==> src/inc/hss_pkg.sv <==
// package: constants, codes and carrier types of the high-side switch control
package hss_pkg;

  // ----------------------------------------------------------------
  // clock and timing
  // ----------------------------------------------------------------
  localparam int unsigned CLK_HZ = 50_000_000;
  localparam int unsigned CLK_PERIOD_NS = 20;
  localparam int unsigned OC_FILT_NS = 16_000;
  localparam int unsigned OL_FILT_NS = 64_000;
  localparam int unsigned OC_FILT_CYC = (OC_FILT_NS + CLK_PERIOD_NS - 1) / CLK_PERIOD_NS;
  localparam int unsigned OL_FILT_CYC = (OL_FILT_NS + CLK_PERIOD_NS - 1) / CLK_PERIOD_NS;
  localparam int unsigned FILT_W = 12;

  // ----------------------------------------------------------------
  // duty generators
  // ----------------------------------------------------------------
  localparam int unsigned PWM_LO_HZ = 200;
  localparam int unsigned PWM_HI_HZ = 400;
  localparam int unsigned PWM_STEPS = 256;
  localparam int unsigned DUTY_W = 8;
  localparam int unsigned TICK_CYC = CLK_HZ / (PWM_HI_HZ * PWM_STEPS);
  localparam int unsigned TICK_W = 10;
  localparam int unsigned NUM_GEN = 2;
  localparam int unsigned NUM_CH = 4;

  // ----------------------------------------------------------------
  // channel source codes
  // ----------------------------------------------------------------
  localparam logic [2:0] SEL_OFF = 3'h0;
  localparam logic [2:0] SEL_ON = 3'h1;
  localparam logic [2:0] SEL_TMR1 = 3'h2;
  localparam logic [2:0] SEL_TMR2 = 3'h3;
  localparam logic [2:0] SEL_GEN_A = 3'h4;
  localparam logic [2:0] SEL_GEN_B = 3'h5;

  // ----------------------------------------------------------------
  // system mode codes
  // ----------------------------------------------------------------
  localparam logic [2:0] MODE_NORMAL = 3'h0;
  localparam logic [2:0] MODE_STOP = 3'h1;
  localparam logic [2:0] MODE_SLEEP = 3'h3;
  localparam logic [2:0] MODE_RESTART = 3'h2;
  localparam logic [2:0] MODE_FAILSAFE = 3'h6;

  // ----------------------------------------------------------------
  // carriers
  // ----------------------------------------------------------------
  typedef logic [2:0] hss_sel_t;

  // ch[0], ch[1] form switch_control_a; ch[2], ch[3] form switch_control_b
  typedef struct packed {
    hss_sel_t [3:0] ch;
  } hss_ctrl_t;

  typedef struct packed {
    logic [1:0][7:0] duty;
    logic [1:0] freq_hi;
  } hss_pwm_t;

  typedef struct packed {
    logic ov_dis;
    logic uv_dis;
    logic rec_en;
  } hss_cfg_t;

  localparam hss_ctrl_t CTRL_RST = '0;
  localparam hss_pwm_t PWM_RST = '0;
  localparam hss_cfg_t CFG_RST = '0;

endpackage

==> src/rtl/hss_switch_ctrl.sv <==
// four-channel high-side switch control with duty generators and protection
`timescale 1ns/10ps

module hss_switch_ctrl #(
  parameter int unsigned OC_CYC = hss_pkg::OC_FILT_CYC,
  parameter int unsigned OL_CYC = hss_pkg::OL_FILT_CYC
) (
  input wire logic mclk_i,
  input wire logic rst_b_i,
  input wire logic [2:0] mode_i,
  input wire logic ctrl_wr_i,
  input wire hss_pkg::hss_ctrl_t ctrl_wdata_i,
  input wire logic pwm_wr_i,
  input wire hss_pkg::hss_pwm_t pwm_wdata_i,
  input wire logic cfg_wr_i,
  input wire hss_pkg::hss_cfg_t cfg_wdata_i,
  input wire logic timer1_i,
  input wire logic timer2_i,
  input wire logic supply_ov_i,
  input wire logic supply_uv_i,
  input wire logic [3:0] overcurrent_i,
  input wire logic [3:0] low_current_i,
  input wire logic [3:0] oc_clr_i,
  input wire logic [3:0] ol_clr_i,
  input wire logic [1:0] supply_flag_clr_i,
  output logic [3:0] hs_on_o,
  output hss_pkg::hss_ctrl_t switch_control_o,
  output logic [3:0] overcurrent_status_o,
  output logic [3:0] open_load_status_o,
  output logic switch_supply_overvoltage_flag_o,
  output logic switch_supply_undervoltage_flag_o
);

  // ----------------------------------------------------------------
  // helpers
  // ----------------------------------------------------------------
  function automatic logic sel_drive(input hss_pkg::hss_sel_t sel, input logic t1,
                                     input logic t2, input logic ga, input logic gb);
    logic r;
    r = 1'b0;
    case (sel)
      hss_pkg::SEL_ON: r = 1'b1;
      hss_pkg::SEL_TMR1: r = t1;
      hss_pkg::SEL_TMR2: r = t2;
      hss_pkg::SEL_GEN_A: r = ga;
      hss_pkg::SEL_GEN_B: r = gb;
      default: r = 1'b0;
    endcase
    return r;
  endfunction

  function automatic logic [hss_pkg::FILT_W-1:0] filt_next(
    input logic cond, input logic [hss_pkg::FILT_W-1:0] cnt, input int unsigned lim);
    logic [hss_pkg::FILT_W-1:0] r;
    r = '0;
    if (cond && (cnt != lim[hss_pkg::FILT_W-1:0])) begin
      r = cnt + 1'b1;
    end else if (cond) begin
      r = cnt;
    end
    return r;
  endfunction

  localparam logic [hss_pkg::FILT_W-1:0] OC_LAST = hss_pkg::FILT_W'(OC_CYC - 1);
  localparam logic [hss_pkg::FILT_W-1:0] OL_LAST = hss_pkg::FILT_W'(OL_CYC - 1);
  localparam logic [hss_pkg::TICK_W-1:0] TICK_LAST = hss_pkg::TICK_W'(hss_pkg::TICK_CYC - 1);

  // ----------------------------------------------------------------
  // synchronisers for analog comparator inputs
  // ----------------------------------------------------------------
  logic [9:0] sync1_q;
  logic [9:0] sync2_q;

  // comparator levels arrive unrelated to the clock
  always_ff @(posedge mclk_i or negedge rst_b_i) begin
    if (!rst_b_i) begin
      sync1_q <= '0;
      sync2_q <= '0;
    end else begin
      sync1_q <= {supply_ov_i, supply_uv_i, overcurrent_i, low_current_i};
      sync2_q <= sync1_q;
    end
  end

  wire ov_s = sync2_q[9];
  wire uv_s = sync2_q[8];
  wire [3:0] oc_s = sync2_q[7:4];
  wire [3:0] lowi_s = sync2_q[3:0];

  // ----------------------------------------------------------------
  // mode decode
  // ----------------------------------------------------------------
  logic fail_mode_q;
  wire mode_normal = (mode_i == hss_pkg::MODE_NORMAL);
  wire fail_mode = (mode_i == hss_pkg::MODE_RESTART) || (mode_i == hss_pkg::MODE_FAILSAFE);
  wire fail_entry = fail_mode && !fail_mode_q;
  // stop and sleep gate only the register writes: generators and protection run on
  wire ctrl_wr_ok = ctrl_wr_i && mode_normal;
  wire pwm_wr_ok = pwm_wr_i && mode_normal;
  wire cfg_wr_ok = cfg_wr_i && mode_normal;

  // ----------------------------------------------------------------
  // configuration registers
  // ----------------------------------------------------------------
  hss_pkg::hss_ctrl_t ctrl_q;
  hss_pkg::hss_ctrl_t ctrl_d;
  hss_pkg::hss_pwm_t pwm_q;
  hss_pkg::hss_cfg_t cfg_q;

  always_ff @(posedge mclk_i or negedge rst_b_i) begin
    if (!rst_b_i) begin
      pwm_q <= hss_pkg::PWM_RST;
    end else begin
      if (pwm_wr_ok) begin
        pwm_q <= pwm_wdata_i;
      end
    end
  end

  always_ff @(posedge mclk_i or negedge rst_b_i) begin
    if (!rst_b_i) begin
      cfg_q <= hss_pkg::CFG_RST;
    end else begin
      if (cfg_wr_ok) begin
        cfg_q <= cfg_wdata_i;
      end
    end
  end

  // ----------------------------------------------------------------
  // supply fault shutdown
  // ----------------------------------------------------------------
  logic fault_q;
  wire ov_act = ov_s && !cfg_q.ov_dis;
  wire uv_act = uv_s && !cfg_q.uv_dis;
  wire fault = ov_act || uv_act;
  // unless rec_en is set, fields are wiped on release so readback still shows the setting during the fault
  wire fault_release = fault_q && !fault;
  wire supply_wipe = fault_release && !cfg_q.rec_en;

  // ----------------------------------------------------------------
  // duty generators
  // ----------------------------------------------------------------
  logic [hss_pkg::TICK_W-1:0] tick_cnt_q;
  logic half_q;
  logic [1:0][hss_pkg::DUTY_W-1:0] gen_cnt_q;
  logic [1:0] gen_out_q;
  wire tick = (tick_cnt_q == TICK_LAST);
  wire [1:0] gen_adv = {2{tick}} & (pwm_q.freq_hi | {2{half_q}});

  // the prescaler truncates, so both rates run a hair fast
  always_ff @(posedge mclk_i or negedge rst_b_i) begin
    if (!rst_b_i) begin
      tick_cnt_q <= '0;
      half_q <= 1'b0;
    end else begin
      tick_cnt_q <= tick ? '0 : tick_cnt_q + 1'b1;
      half_q <= half_q ^ tick;
    end
  end

  // generators free-run so an assigned channel picks up the waveform at once
  always_ff @(posedge mclk_i or negedge rst_b_i) begin
    if (!rst_b_i) begin
      gen_cnt_q <= '0;
    end else begin
      for (int g = 0; g < hss_pkg::NUM_GEN; g++) begin
        if (gen_adv[g]) begin
          gen_cnt_q[g] <= gen_cnt_q[g] + 1'b1;
        end
      end
    end
  end

  // registered compare so the selector never sees a carry ripple
  always_ff @(posedge mclk_i or negedge rst_b_i) begin
    if (!rst_b_i) begin
      gen_out_q <= '0;
    end else begin
      for (int g = 0; g < hss_pkg::NUM_GEN; g++) begin
        gen_out_q[g] <= (gen_cnt_q[g] < pwm_q.duty[g]);
      end
    end
  end

  // ----------------------------------------------------------------
  // output drive
  // ----------------------------------------------------------------
  logic [3:0] hs_on_q;
  logic [3:0] drive;

  always_comb begin
    drive = '0;
    for (int i = 0; i < hss_pkg::NUM_CH; i++) begin
      drive[i] = sel_drive(ctrl_q.ch[i], timer1_i, timer2_i,
                           gen_out_q[0], gen_out_q[1]);
    end
    if (fault || fail_mode) begin
      drive = '0;
    end
  end

  // ----------------------------------------------------------------
  // overcurrent and open-load filters
  // ----------------------------------------------------------------
  logic [3:0][hss_pkg::FILT_W-1:0] oc_cnt_q;
  logic [3:0][hss_pkg::FILT_W-1:0] ol_cnt_q;
  logic [3:0] oc_cond;
  logic [3:0] ol_cond;
  logic [3:0] oc_trip;
  logic [3:0] ol_trip;

  always_comb begin
    oc_cond = hs_on_q & oc_s;
    ol_cond = hs_on_q & lowi_s;
    oc_trip = '0;
    ol_trip = '0;
    for (int i = 0; i < hss_pkg::NUM_CH; i++) begin
      oc_trip[i] = oc_cond[i] && (oc_cnt_q[i] == OC_LAST);
      ol_trip[i] = ol_cond[i] && (ol_cnt_q[i] == OL_LAST);
    end
  end

  // any clean sample restarts a filter, so chatter alone never trips it
  always_ff @(posedge mclk_i or negedge rst_b_i) begin
    if (!rst_b_i) begin
      oc_cnt_q <= '0;
      ol_cnt_q <= '0;
    end else begin
      for (int i = 0; i < hss_pkg::NUM_CH; i++) begin
        oc_cnt_q[i] <= filt_next(oc_cond[i], oc_cnt_q[i], OC_CYC - 1);
        ol_cnt_q[i] <= filt_next(ol_cond[i], ol_cnt_q[i], OL_CYC - 1);
      end
    end
  end

  // ----------------------------------------------------------------
  // channel control fields
  // ----------------------------------------------------------------
  always_comb begin
    ctrl_d = ctrl_q;
    if (ctrl_wr_ok) begin
      ctrl_d = ctrl_wdata_i;
    end
    for (int i = 0; i < hss_pkg::NUM_CH; i++) begin
      if (oc_trip[i]) begin
        ctrl_d.ch[i] = hss_pkg::SEL_OFF;
      end
    end
    if (fail_entry || supply_wipe) begin
      ctrl_d = hss_pkg::CTRL_RST;
    end
  end

  // ----------------------------------------------------------------
  // state and sticky flags
  // ----------------------------------------------------------------
  logic [3:0] oc_flag_q;
  logic [3:0] ol_flag_q;
  logic ov_flag_q;
  logic uv_flag_q;

  // a set in the same cycle as a clear wins, so no event is lost
  wire [3:0] oc_flag_d = (oc_flag_q & ~oc_clr_i) | oc_trip;
  wire [3:0] ol_flag_d = (ol_flag_q & ~ol_clr_i) | ol_trip;
  wire ov_flag_d = (ov_flag_q && !supply_flag_clr_i[1]) || ov_s;
  wire uv_flag_d = (uv_flag_q && !supply_flag_clr_i[0]) || uv_s;

  always_ff @(posedge mclk_i or negedge rst_b_i) begin
    if (!rst_b_i) begin
      ctrl_q <= hss_pkg::CTRL_RST;
      fail_mode_q <= 1'b0;
      fault_q <= 1'b0;
    end else begin
      ctrl_q <= ctrl_d;
      fail_mode_q <= fail_mode;
      fault_q <= fault;
    end
  end

  // the drive is registered so the pins never see a decode glitch
  always_ff @(posedge mclk_i or negedge rst_b_i) begin
    if (!rst_b_i) begin
      hs_on_q <= '0;
    end else begin
      hs_on_q <= drive;
    end
  end

  always_ff @(posedge mclk_i or negedge rst_b_i) begin
    if (!rst_b_i) begin
      oc_flag_q <= '0;
      ol_flag_q <= '0;
    end else begin
      oc_flag_q <= oc_flag_d;
      ol_flag_q <= ol_flag_d;
    end
  end

  always_ff @(posedge mclk_i or negedge rst_b_i) begin
    if (!rst_b_i) begin
      ov_flag_q <= 1'b0;
      uv_flag_q <= 1'b0;
    end else begin
      ov_flag_q <= ov_flag_d;
      uv_flag_q <= uv_flag_d;
    end
  end

  // ----------------------------------------------------------------
  // outputs
  // ----------------------------------------------------------------
  assign hs_on_o = hs_on_q;
  assign switch_control_o = ctrl_q;
  assign overcurrent_status_o = oc_flag_q;
  assign open_load_status_o = ol_flag_q;
  assign switch_supply_overvoltage_flag_o = ov_flag_q;
  assign switch_supply_undervoltage_flag_o = uv_flag_q;

endmodule

==> config.mk <==
export PLATFORM = sky130hd
export DESIGN_NAME = hss_switch_ctrl
export DESIGN_NICKNAME = d
export VERILOG_FILES = /design/src/inc/hss_pkg.sv /design/src/rtl/hss_switch_ctrl.sv
export SDC_FILE = /design/constraint.sdc
export NUM_CORES = 1
export LEC_CHECK = 0
export BUFFER_PORTS_ARGS = -buffer_cell sky130_fd_sc_hd__buf_2
export CAP_MARGIN = 10
export CORE_MARGIN = 5
export CORE_UTILIZATION = 40
export CTS_CLUSTER_SIZE = 25
export DETAILED_ROUTE_END_ITERATION = 10
export SETUP_SLACK_MARGIN = 0.2
export SYNTH_ARGS = -nofsm -noshare
export SYNTH_HDL_FRONTEND = slang
export SYNTH_SLANG_ARGS = --single-unit
==> constraint.sdc <==
create_clock -name mclk_i -period 5 [get_ports mclk_i]
set_input_delay 0.5 -clock mclk_i [delete_from_list [all_inputs] [get_ports mclk_i]]
set_output_delay 0.5 -clock mclk_i [all_outputs]
set_load 0.005 [all_outputs]
==> results.md <==
- The insertion delay to the later sink of the worst-skew pair is 0.43 ns.
- STA puts the critical path data required time at ~5.3 ns.
- The repair_antennas step left the layout with diodes totalling 0.
- The number of violations reported at the end of detailed-routing iteration 0 is approximately 420.
- The total cell area at the placement stage is 0.00967 mm2.
- The most used flip-flop cell after synthesis is dfrtp_1.
- Leaving out fill and tap cells, the most frequent cell in the layout is dfrtp_1.
- Setup repair after global routing left no endpoint under its margin.
- Yosys mapped a number of flops with a built-in enable equal to 0.
- The share of the clock period used by the worst path after layout is 44.6%.
- At the pin with the least slew margin, the transition time is 0.987 ns.
- After clock tree synthesis, the clock-pin slew on the worst setup and hold paths is 0.07 ns.
- The initial antenna violation count came to 2.
- The clock passes through at most 2 buffers.
- Counting every sink on the clock net gives 194.
- The peak fanout along the critical path is 10.
- The initial utilization of the core area, before any placement, comes to 40.8%.
- The sequential area share after synthesis is ~54%.
- The number of nets still failing antenna checks after routing is 0.
- The routability-driven placement congestion ratio is ~0.76.
- The path type of the worst setup path is register to register.
- The area of the die is roughly 0.025 mm2.
- The worst register-to-register path has a depth of 5.
- A synthesized cell averages 10.1 um2.
- The share of flip-flops with an asynchronous set or reset after synthesis is 100%.
- The overall track demand over capacity in global routing is approximately 15%.
- The master cell of the clock root buffer is clkbuf_16.
- OpenSTA, run right after detailed placement, puts the worst setup slack at 2.78 ns.
- Setup violations remaining at the end of the flow were counted as 0.
- The number of top-level pins is 89.
- The count of cells in the finished layout, fillers not included, comes to 1,265.
- The gate count after technology mapping is 882.
- Entering global routing, the biggest net connects 119 pins.
- The type of element capturing the critical path is a register.
- The overall die height is 159 um.
- After the last flow step, the layout net total stands at 1,060.
- For this run, the top clock speed supported by timing is between 400 and 500 MHz.
- The number of global-route vias before repair was between 6,000 and 7,000.
- Dividing the detail-routed via count by the number of cells gives 5.15.
- The flow ran to the end, and the final reports show no timing, DRC or antenna violations.
- The worst endpoint data arrival time is 2.55 ns.
- The H-tree depth reported by CTS is 4.
- The area growth from synthesis to layout is 15.6%.
- The total standard cell area after synthesis is approximately 0.009 mm2.
- Once the clock tree was built, the resizer swapped 0 gates to a different size.
- In this run the static leakage power is between 0.004 and 0.005 uW.
- Summed over all layers, the global routing overflow is 0.
- Synthesis inferred roughly 190 register bits.
- During synthesis, Yosys emitted a total of 0 warnings.
- The overall power is 3380 uW.
- Synthesis produced a netlist with a net count of 970.
- The clock arrives with ~0.0092 ns of skew.
- In the layout the commonest cells are dfrtp_1, nand2_1, buf_2, nor2_1, xnor2_1.
- The peak supply drop is 0.172 mV.
- The final-report max-slew violation count is 0.
- The iteration count of the initial detailed-routing pass is 4.
- The minimum clock period is roughly 2.2 ns.
- The hold violation count in the final report is 0.
- The site row count is 54.
- The CTS tree is built.
- The global-route wire length before repair is 32,300 um.
- The CTS buffer count is 17.
- The routed layout has 6,519 vias.
- The number of placed instances with taps included is 1,233.
- Max-cap violations in this run came to 0.
- The post-route netlist has 14.8% of its cells at a drive strength greater than 1.
- The power density relative to cell area is around 330 mW/mm2.
- After clock tree synthesis, the setup repair step added 0 buffers.
- After routing the design area is 0.0103 mm2.
- The region available for standard cell placement spans 0.0219 mm2.
- The distinct cell type count of the synthesized netlist is 52.
- The worst max-slew margin expressed relative to the limit is 34.2%.
- The detailed-placement wirelength estimate is 13,300 um.
- The number of remaining DRC errors is 0.
- After layout, the worst setup slack is 2.77 ns.
- In the final routed layout, each cell accounts on average for about 15 um.
- The wire length after detailed routing is approximately 19,000 um.
- The x dimension of the die is 159 um.
- STA classifies the critical path startpoint as a register.
- The min-delay analysis places its worst path in the category input pin to async pin.
- The count of buffers added on input and output ports is 88.
- After clock tree synthesis, the flow added hold-fix buffers numbering 0.
- In the final timing run, aggregate negative setup slack is 0 ns.
[cell usage after synthesis, drive strengths merged, types with 7 or more instances]
| cell | instances | share of area, % |
|---|---|---|
| dfrtp | 194 | 54 |
| nand2 | 102 | 4.3 |
| nor2 | 76 | 3.2 |
| o21ai | 49 | 2.8 |
| xnor2 | 49 | 4.8 |
| inv | 44 | 1.8 |
| nand3 | 44 | 2.5 |
| a21oi | 39 | 2.2 |
| nor3 | 31 | 1.7 |
| ha | 25 | 3.5 |
| nand4 | 25 | 1.8 |
| xor2 | 18 | 1.8 |
| nor4 | 17 | 1.5 |
| or3 | 16 | 1.1 |
| clkbuf | 14 | 0.59 |
| a31oi | 13 | 0.91 |
| or4 | 11 | 0.92 |
| mux2i | 9 | 1.0 |
| a211oi | 8 | 0.67 |
| and3 | 8 | 0.56 |
| and4 | 8 | 0.78 |
| mux2 | 8 | 1.0 |
| and2 | 7 | 0.49 |
| buf | 7 | 0.45 |
| or2 | 7 | 0.49 |
[cell type report]
| class | instances | area (um2) |
|---|---|---|
| fillers | 2061 | 11600 |
| repair buffers | 92 | 479 |
| well taps | 280 | 350 |
| multi-input cells | 623 | 3820 |
| clock inverters | 14 | 224 |
| flip-flops and latches | 194 | 4850 |
| clock buffers | 18 | 429 |
| inverters | 44 | 165 |
[logic make-up (layout without fill, tap and decap cells)]
kind of cell             Yosys count  in the layout  share of synthesized area (%)
flip-flops                       194            194                           54.4
multiplexers                      17             17                           2.02
AO/OA/AOI/OAI                    145            145                           9.91
buffers and inverters             65            168                           2.89
XOR/XNOR                          67             67                           6.57
adder cells (fa/ha/maj)           25             25                           3.50
AND/OR/NAND/NOR                  369            369                           20.7
[worst max-delay path: stages, from the launching register on]
cell and delay, ns:
dfrtp_1 0.43, ha_1 0.26, nand4_1 0.17, or4_1 0.76, nand4_2 0.19, mux2_1 0.32
[flip-flops by register name, summed over array words and instances (netlist names), 2 cells and up]
signal / cells
cfg_q: 3
oc_cnt_q: 48
ol_cnt_q: 48
open_load_status_o: 4
hs_on_o: 4
switch_control_o: 12
gen_out_q: 2
sync2_q: 10
gen_cnt_q: 16
pwm_q: 18
tick_cnt_q: 10
sync1_q: 10
overcurrent_status_o: 4
[power by group]
group	switching, uW	leakage (uW)	total, uW	internal (uW)
clock network	611	0.000310	1510	897
logic	129	0.00163	210	81.3
registers	36.9	0.00259	1670	1630
[stage by stage]
step           hold WS (ns)  utilization (%)
2_1_floorplan         0.204                -
3_3_place_gp          0.332             44.2
3_5_place_dp          0.336             44.2
4_1_cts               0.151             47.1
5_1_grt               0.146             47.1
6_report              0.146             47.1
[path summary, 6_finish.rpt]
kind,from,slack (ns),end
min in group mclk_i,supply_ov_i,0.17,sync1_q[9]
hold / removal,rst_b_i,0.15,oc_cnt_q[32]
max in group asynchronous,rst_b_i,3.79,sync2_q[1]
setup reg to reg,oc_cnt_q[36],2.77,oc_cnt_q[39]
setup / recovery,oc_cnt_q[36],2.77,oc_cnt_q[39]
hold reg to reg,sync1_q[4],0.35,sync2_q[4]
[routing by layer]
layer  vias up  track usage (%)  part of all wire [%]
met2        91             23.9                    47
met5         -                0                  0.21
met4         4             3.92                  0.82
met3        12             3.91                   4.2
met1      3127             21.2                    48
li1       3285                -                     -
No activity file was read; power rests on OpenSTA's default activity.
